===== config.mk =====
export PLATFORM = sky130hd
export DESIGN_NAME = csw_clock_switch
export DESIGN_NICKNAME = d
export VERILOG_FILES = /design/src/design/csw_pkg.sv /design/src/design/csw_osc_if.sv /design/src/design/csw_clock_switch.sv /design/src/design/csw_pin_sync.sv
export SDC_FILE = /design/constraint.sdc
export NUM_CORES = 1
export LEC_CHECK = 0
export ABC_AREA = 1
export CELL_PAD_IN_SITES_DETAIL_PLACEMENT = 1
export CELL_PAD_IN_SITES_GLOBAL_PLACEMENT = 1
export CORE_MARGIN = 2
export CORE_UTILIZATION = 39
export DETAILED_ROUTE_END_ITERATION = 8
export DONT_BUFFER_PORTS = 1
export GPL_TIMING_DRIVEN = 0
export HOLD_SLACK_MARGIN = 0.08
export PLACE_DENSITY = 0.81
export RECOVER_POWER = 25
export SETUP_SLACK_MARGIN = 0.1
export SLEW_MARGIN = 20
export SYNTH_ARGS = -nofsm -noshare
export SYNTH_HDL_FRONTEND = slang
export SYNTH_SLANG_ARGS = --single-unit

===== constraint.sdc =====
create_clock -name aclk -period 2 [get_ports aclk]
set_clock_uncertainty 0.2 [all_clocks]
set_input_delay 0 -clock aclk [delete_from_list [all_inputs] [get_ports aclk]]
set_output_delay 0 -clock aclk [all_outputs]
set_load 0.02 [all_outputs]

===== src/design/csw_pkg.sv =====
// Constants and types for the system clock switch and power-up sequencer
package csw_pkg;

  // Register byte addresses
  localparam logic [7:0] OSC_SEL_ADDR = 8'h00;
  localparam logic [7:0] STATUS_ADDR = 8'h04;
  localparam logic [7:0] CONTROL_ADDR = 8'h08;
  localparam logic [7:0] OSC_SEL_RESET = 8'h00;

  // Field positions
  localparam int SCS_BIT = 0;
  localparam int CTL_SLEEP_BIT = 0;
  localparam int ST_SRC_BIT = 0;
  localparam int ST_STALL_BIT = 1;
  localparam int ST_HOLD_BIT = 2;
  localparam int ST_SLEEP_BIT = 3;
  localparam int ST_MULT_BIT = 4;

  // Pin synchroniser lanes
  localparam int LN_MAIN = 0;
  localparam int LN_SEC = 1;
  localparam int LN_OSCOUT = 2;
  localparam int LN_BOR = 3;
  localparam int LANES = 4;

  // Timing
  localparam int CNT_W = 24;
  localparam int CLK_PERIOD_NS = 5;
  localparam int POWER_UP_DELAY_TIMER_TIME_MS = 72;
  localparam int PLL_TIME_MS = 2;
  localparam int POWER_UP_DELAY_TIMER_CYCLES = POWER_UP_DELAY_TIMER_TIME_MS * 1000000 / CLK_PERIOD_NS;
  localparam int PLL_CYCLES = PLL_TIME_MS * 1000000 / CLK_PERIOD_NS;
  localparam logic [CNT_W-1:0] EDGE_LAST = 24'h000007;
  localparam logic [CNT_W-1:0] OST_LAST = 24'h0003ff;

  // Bus responses
  localparam logic [1:0] RESP_OKAY = 2'h0;
  localparam logic [1:0] RESP_SLVERR = 2'h2;

  // Main oscillator mode configuration
  typedef enum logic [2:0] {
    M_LP = 3'h0, M_XT = 3'h1, M_HS = 3'h2, M_RC = 3'h3,
    M_EC = 3'h4, M_EXTERNAL_CLOCK_IO_MODE = 3'h5, M_HSPLL = 3'h6, M_RESISTOR_CAP_IO_MODE = 3'h7
  } csw_mode_e;

  // Sequencer states, Gray along the HSPLL power-up path and the RUN/SYNC switch path
  typedef enum logic [2:0] {
    S_POWER_UP_DELAY_TIMER = 3'h0, S_OST = 3'h1, S_PLL = 3'h3, S_RUN = 3'h2,
    S_SYNC = 3'h6, S_SLEEP = 3'h7
  } csw_state_e;

endpackage


===== src/design/csw_osc_if.sv =====
// Synchronised oscillator and pin levels with rising-edge pulses
`timescale 1ns/10ps
`default_nettype none
interface csw_osc_if;
  logic [3:0] lvl;
  logic [3:0] rise;
  modport sync (output lvl, output rise);
  modport core (input lvl, input rise);
endinterface
`default_nettype wire


===== src/design/csw_clock_switch.sv =====
// System clock switch, sleep pin control and power-up delay sequencer
//
// Decided for this implementation: the register addresses and register access over AXI4-Lite.
`timescale 1ns/10ps
`default_nettype none
module csw_clock_switch #(
  parameter int unsigned POWER_UP_DELAY_TIMER_CYC = csw_pkg::POWER_UP_DELAY_TIMER_CYCLES,
  parameter int unsigned PLL_CYC = csw_pkg::PLL_CYCLES
) (
  // Clock and reset
  input wire logic aclk,
  input wire logic aresetn,
  // AXI4-Lite write
  input wire logic [7:0] awaddr,
  input wire logic awvalid,
  output logic awready,
  input wire logic [31:0] wdata,
  input wire logic [3:0] wstrb,
  input wire logic wvalid,
  output logic wready,
  output logic [1:0] bresp,
  output logic bvalid,
  input wire logic bready,
  // AXI4-Lite read
  input wire logic [7:0] araddr,
  input wire logic arvalid,
  output logic arready,
  output logic [31:0] rdata,
  output logic [1:0] rresp,
  output logic rvalid,
  input wire logic rready,
  // Configuration and secondary timer control
  input wire logic [2:0] main_osc_mode_config,
  input wire logic clock_switch_enable_config,
  input wire logic power_up_delay_timer_enable_config,
  input wire logic secondary_osc_enable,
  // Oscillator and detector pins
  input wire logic osc_input_pin,
  input wire logic secondary_osc_pin,
  input wire logic brownout_reset,
  // Wake and reset events, same clock
  input wire logic ext_reset,
  input wire logic wdt_reset,
  input wire logic wake_irq,
  // Output pin and port function
  input wire logic osc_output_pin_i,
  output logic osc_output_pin_o,
  output logic osc_output_pin_oe_n,
  input wire logic port_a_bit6_out,
  input wire logic port_a_bit6_oe_n,
  output logic port_a_bit6_in,
  // Clock and core control
  output logic sys_clk,
  output logic first_quarter_phase,
  output logic cpu_stall,
  output logic hold_in_reset,
  output logic sleeping,
  output logic osc_enable,
  output logic feedback_inverter_enable,
  output logic multiplier_enable
);

  localparam logic [csw_pkg::CNT_W-1:0] POWER_UP_DELAY_TIMER_LAST = csw_pkg::CNT_W'(POWER_UP_DELAY_TIMER_CYC - 1);
  localparam logic [csw_pkg::CNT_W-1:0] PLL_LAST = csw_pkg::CNT_W'(PLL_CYC - 1);

  typedef struct packed {
    csw_pkg::csw_state_e st;
    logic released;
    logic switching;
    logic tgt;
    logic clock_source_select;
    logic src_active;
    logic sleep_pend;
    logic [csw_pkg::CNT_W-1:0] cnt;
    logic [1:0] q_phase;
    logic sys_clk;
    logic osc_out;
    logic aw_held;
    logic [7:0] aw_addr;
    logic w_held;
    logic [31:0] w_data;
    logic [3:0] w_strb;
    logic bvalid;
    logic [1:0] bresp;
    logic rvalid;
    logic [31:0] rdata;
    logic [1:0] rresp;
  } csw_state_s;

  csw_state_s st;
  csw_state_s next_st;
  csw_osc_if osc ();
  csw_pkg::csw_mode_e mode;
  logic allowed;
  logic crystal;
  logic hspll;
  logic io_mode;
  logic act_rise;
  logic act_lvl;
  logic tgt_rise;
  logic any_reset;
  logic do_wr;
  logic [7:0] status;

  // Oscillator, brown-out and pin levels cross into aclk here
  csw_pin_sync u_sync (
    .aclk(aclk),
    .aresetn(aresetn),
    .pins({brownout_reset, osc_output_pin_i, secondary_osc_pin, osc_input_pin}),
    .osc(osc.sync)
  );

  // Mode decode and source selection
  always_comb begin
    mode = csw_pkg::csw_mode_e'(main_osc_mode_config);
    crystal = (mode == csw_pkg::M_LP) || (mode == csw_pkg::M_XT) ||
              (mode == csw_pkg::M_HS) || (mode == csw_pkg::M_HSPLL);
    hspll = (mode == csw_pkg::M_HSPLL);
    io_mode = (mode == csw_pkg::M_RESISTOR_CAP_IO_MODE) || (mode == csw_pkg::M_EXTERNAL_CLOCK_IO_MODE);
    allowed = !clock_switch_enable_config && secondary_osc_enable;
    // active source picks the edge stream
    act_rise = st.src_active ? osc.rise[csw_pkg::LN_SEC] : osc.rise[csw_pkg::LN_MAIN];
    act_lvl = st.src_active ? osc.lvl[csw_pkg::LN_SEC] : osc.lvl[csw_pkg::LN_MAIN];
    tgt_rise = st.tgt ? osc.rise[csw_pkg::LN_SEC] : osc.rise[csw_pkg::LN_MAIN];
    any_reset = ext_reset || wdt_reset;
    do_wr = st.aw_held && st.w_held && !st.bvalid;
  end

  // Status word seen by software
  always_comb begin
    status = 8'h00;
    status[csw_pkg::ST_SRC_BIT] = st.src_active;
    status[csw_pkg::ST_STALL_BIT] = cpu_stall;
    status[csw_pkg::ST_HOLD_BIT] = !st.released;
    status[csw_pkg::ST_SLEEP_BIT] = sleeping;
    status[csw_pkg::ST_MULT_BIT] = multiplier_enable;
  end

  // Next state: bus slave, select bit and sequencer
  always_comb begin
    next_st = st;
    // Write channels are latched independently, in either order
    if (awvalid && awready) begin
      next_st.aw_held = 1'b1;
      next_st.aw_addr = awaddr;
    end
    if (wvalid && wready) begin
      next_st.w_held = 1'b1;
      next_st.w_data = wdata;
      next_st.w_strb = wstrb;
    end
    if (st.bvalid && bready) begin
      next_st.bvalid = 1'b0;
    end
    if (do_wr) begin
      next_st.aw_held = 1'b0;
      next_st.w_held = 1'b0;
      next_st.bvalid = 1'b1;
      next_st.bresp = csw_pkg::RESP_OKAY;
      case (st.aw_addr)
        csw_pkg::OSC_SEL_ADDR: begin
          if (st.w_strb[0]) begin
            next_st.clock_source_select = st.w_data[csw_pkg::SCS_BIT] && allowed;
          end
        end
        csw_pkg::CONTROL_ADDR: begin
          if (st.w_strb[0] && st.w_data[csw_pkg::CTL_SLEEP_BIT]) begin
            next_st.sleep_pend = 1'b1;
          end
        end
        csw_pkg::STATUS_ADDR: begin
          next_st.bresp = csw_pkg::RESP_OKAY;
        end
        default: begin
          next_st.bresp = csw_pkg::RESP_SLVERR;
        end
      endcase
    end
    // Read answers one cycle after the address is taken
    if (st.rvalid && rready) begin
      next_st.rvalid = 1'b0;
    end
    if (arvalid && arready) begin
      next_st.rvalid = 1'b1;
      next_st.rresp = csw_pkg::RESP_OKAY;
      case (araddr)
        csw_pkg::OSC_SEL_ADDR: next_st.rdata = {31'h00000000, st.clock_source_select};
        csw_pkg::STATUS_ADDR: next_st.rdata = {24'h000000, status};
        csw_pkg::CONTROL_ADDR: next_st.rdata = {31'h00000000, st.sleep_pend};
        default: begin
          next_st.rdata = 32'h00000000;
          next_st.rresp = csw_pkg::RESP_SLVERR;
        end
      endcase
    end
    // bit forced clear when switching not permitted
    if (!allowed) begin
      next_st.clock_source_select = 1'b0;
    end
    // Quarter phase runs off the active source while running
    if (st.st == csw_pkg::S_RUN && act_rise) begin
      next_st.q_phase = st.q_phase + 2'h1;
    end
    case (st.st)
      csw_pkg::S_POWER_UP_DELAY_TIMER: begin
        next_st.cnt = st.cnt + 24'h000001;
        if (!power_up_delay_timer_enable_config || st.cnt >= POWER_UP_DELAY_TIMER_LAST) begin
          next_st.cnt = '0;
          next_st.st = crystal ? csw_pkg::S_OST : csw_pkg::S_RUN;
          next_st.released = !crystal;
        end
      end
      csw_pkg::S_OST: begin
        if (osc.rise[csw_pkg::LN_MAIN]) begin
          next_st.cnt = st.cnt + 24'h000001;
          if (st.cnt == csw_pkg::OST_LAST) begin
            next_st.cnt = '0;
            if (hspll) begin
              next_st.st = csw_pkg::S_PLL;
            end else begin
              next_st.st = st.switching ? csw_pkg::S_SYNC : csw_pkg::S_RUN;
              next_st.released = 1'b1;
            end
          end
        end
      end
      csw_pkg::S_PLL: begin
        next_st.cnt = st.cnt + 24'h000001;
        if (st.cnt >= PLL_LAST) begin
          next_st.cnt = '0;
          next_st.st = st.switching ? csw_pkg::S_SYNC : csw_pkg::S_RUN;
          next_st.released = 1'b1;
        end
      end
      csw_pkg::S_RUN: begin
        if (st.sleep_pend && st.q_phase == 2'h0) begin
          next_st.st = csw_pkg::S_SLEEP;
          next_st.sleep_pend = 1'b0;
        end else if (st.clock_source_select != st.src_active && st.q_phase == 2'h0) begin
          // target latched; edges counted only from here on
          next_st.switching = 1'b1;
          next_st.tgt = st.clock_source_select;
          next_st.cnt = '0;
          // crystal return needs start-up; others do not
          next_st.st = (!st.clock_source_select && crystal) ? csw_pkg::S_OST : csw_pkg::S_SYNC;
        end
      end
      csw_pkg::S_SYNC: begin
        // eight rising edges of the incoming source
        if (tgt_rise) begin
          next_st.cnt = st.cnt + 24'h000001;
          if (st.cnt == csw_pkg::EDGE_LAST) begin
            next_st.cnt = '0;
            next_st.src_active = st.tgt;
            next_st.switching = 1'b0;
            next_st.q_phase = 2'h0;
            next_st.st = csw_pkg::S_RUN;
          end
        end
      end
      csw_pkg::S_SLEEP: begin
        if (any_reset || wake_irq) begin
          next_st.cnt = '0;
          // start-up on wake only for crystal main source
          next_st.st = (crystal && !st.src_active) ? csw_pkg::S_OST : csw_pkg::S_RUN;
        end
      end
      default: begin
        next_st.st = csw_pkg::S_POWER_UP_DELAY_TIMER;
        next_st.cnt = '0;
      end
    endcase
    // resets clear the select bit; they return to main only once released and not in sleep
    if (any_reset && st.st != csw_pkg::S_SLEEP && st.released) begin
      next_st.clock_source_select = 1'b0;
      next_st.src_active = 1'b0;
      next_st.switching = 1'b0;
      next_st.sleep_pend = 1'b0;
      next_st.cnt = '0;
      next_st.q_phase = 2'h0;
      next_st.st = csw_pkg::S_RUN;
    end else if (any_reset) begin
      next_st.clock_source_select = 1'b0;
      next_st.sleep_pend = 1'b0;
    end
    if (osc.lvl[csw_pkg::LN_BOR]) begin
      next_st.st = csw_pkg::S_POWER_UP_DELAY_TIMER;
      next_st.cnt = '0;
      next_st.released = 1'b0;
      next_st.clock_source_select = 1'b0;
      next_st.src_active = 1'b0;
      next_st.switching = 1'b0;
      next_st.sleep_pend = 1'b0;
    end
    // gated clock only follows the source while running
    next_st.sys_clk = (next_st.st == csw_pkg::S_RUN && st.st == csw_pkg::S_RUN) ?
                      act_lvl : st.sys_clk;
    // clock/4 in RC and external modes, low in sleep
    next_st.osc_out = (next_st.st != csw_pkg::S_SLEEP) && next_st.q_phase[1];
  end

  // Single state register; all-zero is the power-on state
  always_ff @(posedge aclk) begin
    if (!aresetn) begin
      st <= '0;
    end else begin
      st <= next_st;
    end
  end

  // Bus handshakes; one write and one read in flight
  assign awready = !st.aw_held && !st.bvalid;
  assign wready = !st.w_held && !st.bvalid;
  assign bvalid = st.bvalid;
  assign bresp = st.bresp;
  assign arready = !st.rvalid;
  assign rvalid = st.rvalid;
  assign rdata = st.rdata;
  assign rresp = st.rresp;

  // Core clock and control outputs
  assign sys_clk = st.sys_clk;
  assign first_quarter_phase = (st.st == csw_pkg::S_RUN) && (st.q_phase == 2'h0);
  assign cpu_stall = st.released && (st.st != csw_pkg::S_RUN) && (st.st != csw_pkg::S_SLEEP);
  assign hold_in_reset = !st.released;
  assign sleeping = (st.st == csw_pkg::S_SLEEP);
  assign osc_enable = !sleeping;
  // feedback inverter only for crystals, off in sleep
  assign feedback_inverter_enable = crystal && !sleeping;
  assign multiplier_enable = hspll && !sleeping;

  // Output pin: port in I/O modes, clock/4 in RC/EC, analog for crystals
  // port function kept in I/O variants
  assign osc_output_pin_o = io_mode ? port_a_bit6_out : (!crystal && st.osc_out);
  assign osc_output_pin_oe_n = io_mode ? port_a_bit6_oe_n : crystal;
  assign port_a_bit6_in = osc.lvl[csw_pkg::LN_OSCOUT];
endmodule // csw_clock_switch
`default_nettype wire


===== src/design/csw_pin_sync.sv =====
// Two-stage pin synchroniser with rising-edge detect per lane
`timescale 1ns/10ps
`default_nettype none
module csw_pin_sync (
  // Clock and reset
  input wire logic aclk,
  input wire logic aresetn,
  // Raw pins
  input wire logic [3:0] pins,
  // Synchronised view
  csw_osc_if.sync osc
);

  typedef struct packed {
    logic [3:0] s1;
    logic [3:0] s2;
    logic [3:0] s3;
  } csw_sync_s;

  csw_sync_s st;
  csw_sync_s next_st;

  // Shift chain; first stage only feeds the second
  always_comb begin
    next_st = st;
    next_st.s1 = pins;
    next_st.s2 = st.s1;
    next_st.s3 = st.s2;
  end

  always_ff @(posedge aclk) begin
    if (!aresetn) begin
      st <= '0;
    end else begin
      st <= next_st;
    end
  end

  assign osc.lvl = st.s2;

  // Edge detect per lane from settled stages
  for (genvar i = 0; i < csw_pkg::LANES; i++) begin : g_lane
    assign osc.rise[i] = st.s2[i] & ~st.s3[i];
  end

endmodule // csw_pin_sync
`default_nettype wire


==> results.txt <==
Status: complete, but fails checks
Failing checks: negative setup slack
Most common cell on crit path: nor2_2
Worst path cell trace: inv_2, nor2_2, nand2_1, nor2_1, nand3_2, nand3_2, buf_4, nand2_2, nor2_4, nor2_2, nor2_2, nand3_1, nand2_1, nor2_1
Final net count: 805
Max cap viols: 0
Crit end category: flip-flop
M3 GR Usage: 5.63%
Critical-path top delay cell: dfxtp_2
Post-Syn Instances: 614
Port-buffer cells: 0
Inst Count DP: 778
Die area: 0.0112 mm2
Setup TNS: -8.10 ns
Routed WL: 20400 um
Worst R2R Setup Slack: -0.49 ns
Sequential area share after synthesis: 33.7%
Largest net degree at the start of global routing: 14
Slew @ Worst Pin: 0.597 ns
Max-slew violations: 0
Final Worst Setup Slack: -0.490 ns
Crit path largest cell delay: 0.38 ns
Initial Util: 39.7%
Chip Width: 106 um
Clock transition at path regs: 0.10 ns
Filler Cell Count: 1259
VDD IR max: 0.395 mV
Worst skew pair latency: 0.38 ns
Syn. warnings: 0
Pwr dens: 640 mW/mm2
DR vias: 4915
Achievable Freq: 402 MHz
Storage element area: 0.00142 mm2
Logic pwr share: 28.1%
Worst hold path type: in -> reg
First DRT Iteration DRCs: 353
Part of the cycle the worst path needs: 125%
Clock Tree Root: clkbuf_8
CP Launch Type: flip-flop
Internal power: 2.40 mW
Met1 Resource Use GR: 30.5%
Commonest non-fill, non-tap cell in the layout: nand2_1
Number of global-route vias before repair: 4962
HPWL after detailed placement: 8540 um
CTS tree: yes
GRT Total Usage: 28.3%
CTS H-tree depth: 3
Remaining DRCs: 0
Leak: 2.61 nW
Hold_buf cts: 50
Synth-to-layout area growth: 46.5%
Initial antenna violation count: 3
Core area: 0.0102 mm2
DR pass1 iterations: 6
Seq cells post-synth: 68
Max FO, Critical Path: 4
Most frequent cells in the layout: 105 x nand2_1, 68 x inv_1, 66 x nor2_1
Worst rel slew slack: 59.9%
Gpl congestion: 0.869
Synthesized area: 0.00404 mm2
Number of core rows: 37
Final Hold Viols: 0
# IOs: 126
Die height: 106 um
Num CTS Buffers: 9
Period minus WS final: 2.49 ns
Fin cells: 872
Worst Path Arrival: 2.57 ns
RSZ-0062 raised after global routing: yes
Vias per cell: 5.64
First-pass GRT wire length: 24900 um
Setup CP Type: reg -> reg
Reg power frac: 38.6%
CTS Buffer Depth: 2
Critical Path RT: 2.08 ns
Avg Inst Size Synth: 6.58 um2
Drt wl/cell: 23.4 um
Clock network fraction of total power: 33.3%
Layout cells sized above 1: 34.2%
Grt ovf: 0
Grt met2 use: 50.8%
Grt peak-use layer: met2
Clk sinks: 68
Area of the multi-input gates: 0.00269 mm2
Final setup vio count: 33
Sw frac: 36.7%
Net switching power: 1.39 mW
Post-route ant nets: 0
Post-synthesis cell type count: 40
synthesized netlist by cell type (all sizes together):
master | number | area share (%)
a31oi | 1 | 0.15
buf | 43 | 7.9
nand3 | 48 | 6.2
nand4 | 8 | 1.2
xnor2 | 1 | 0.22
xor2 | 17 | 3.7
clkbuf | 2 | 0.19
dfxtp | 68 | 34
inv | 88 | 8.2
a21oi | 27 | 3.3
nor4b | 1 | 0.22
nor4 | 5 | 0.93
nand3b | 1 | 0.19
nor2 | 121 | 13
and3 | 1 | 0.15
a2111oi | 1 | 0.22
clkinv | 2 | 0.22
o21a | 2 | 0.37
a211oi | 2 | 0.37
o211ai | 3 | 0.56
ha | 2 | 0.62
nor3 | 13 | 1.7
nor3b | 2 | 0.62
nand2 | 132 | 13
conb | 1 | 0.093
o21ai | 22 | 3.3
stage by stage:
step | power, mW | setup WS, ns | area, um2 | hold WS [ns] | utilization [%]
after floorplan | 1.98 | 0.0359 | 4180 | -0.102 | -
after global placement | 2.10 | -0.239 | 4350 | -0.100 | 42.7
after detailed placement | 2.12 | -0.290 | 4350 | -0.0945 | 42.7
after CTS | 3.55 | -0.113 | 5450 | 0.0458 | 53.5
after global routing | 3.89 | -0.536 | 5920 | 0.0364 | 58.1
final | 3.79 | -0.490 | 5920 | 0.0312 | 58.1
sequential cells by signal, indices dropped and copies added (netlist names):
name and count:
st 48, sys_clk 1, u_sync.osc.lvl 4, rdata 5, bvalid 1, bresp 1, rresp 1, u_sync.st 2
rvalid 1, u_sync.next_st 4
area by class of cell:
class,count,share of cell area [%]
Buffer,45,5.67
Clock inverter,6,1.18
Clock buffer,10,2.33
Antenna cell,2,0.0846
Timing Repair Buffer,76,12.2
Multi-Input combinational cell,439,45.5
Inverter,90,6.05
Sequential cell,68,24.0
Tap cell,136,2.88
what timing repair did:
action                     in CTS  in global routing
pin swaps                      27                 25
gates resized for setup        76                118
hold endpoints to repair       45                  4
setup endpoints to repair      31                 57
buffers inserted               13                 13
cloned                          1                  0
worst max-delay path, delay by kind of cell, from the launching register on:
kind | cells | cell delay, ns
buf+inv | 2 | 0.20
simple gates | 12 | 1.60
flops | 1 | 0.38
routing by layer:
metal	vias up	share of wire, %
met3	144	6.5
li1	2086	-
met5	-	0.064
met1	2367	34
met4	2	7.6
met2	316	52
worst paths after layout:
check | from | endpoint | depth (start not counted)
setup / recovery | st[97]$_SDFFE_PP0P_ | sys_clk$_SDFFE_PN0P_ | 14
hold / removal | aresetn | st[89]$_SDFFE_PP0P_ | 5
setup reg to reg | st[97]$_SDFFE_PP0P_ | sys_clk$_SDFFE_PN0P_ | 14
hold reg to reg | u_sync.next_st[5]$_SDFF_PN0_ | u_sync.osc.lvl[1]$_SDFF_PN0_ | 2
power groups by stage:
stage	registers (mW)	logic, mW	clock network, mW
2_1_floorplan	1.48	0.501	0
3_3_place_gp	1.49	0.613	0
6_report	1.46	1.06	1.26
5_1_grt	1.47	1.11	1.31
3_5_place_dp	1.49	0.635	0
4_1_cts	1.46	0.848	1.24
cells by family after synthesis:
logic type               count (synthesis)  share of synthesized area, %
AND/OR/NAND/NOR                        332                          36.9
buffers and inverters                  135                          16.5
flip-flops                              68                          33.7
AO/OA/AOI/OAI                           58                          8.30
XOR/XNOR                                18                          3.90
adder cells (fa/ha/maj)                  2                         0.619
other                                    1                        0.0928
No activity file was read; power rests on OpenSTA's default activity.
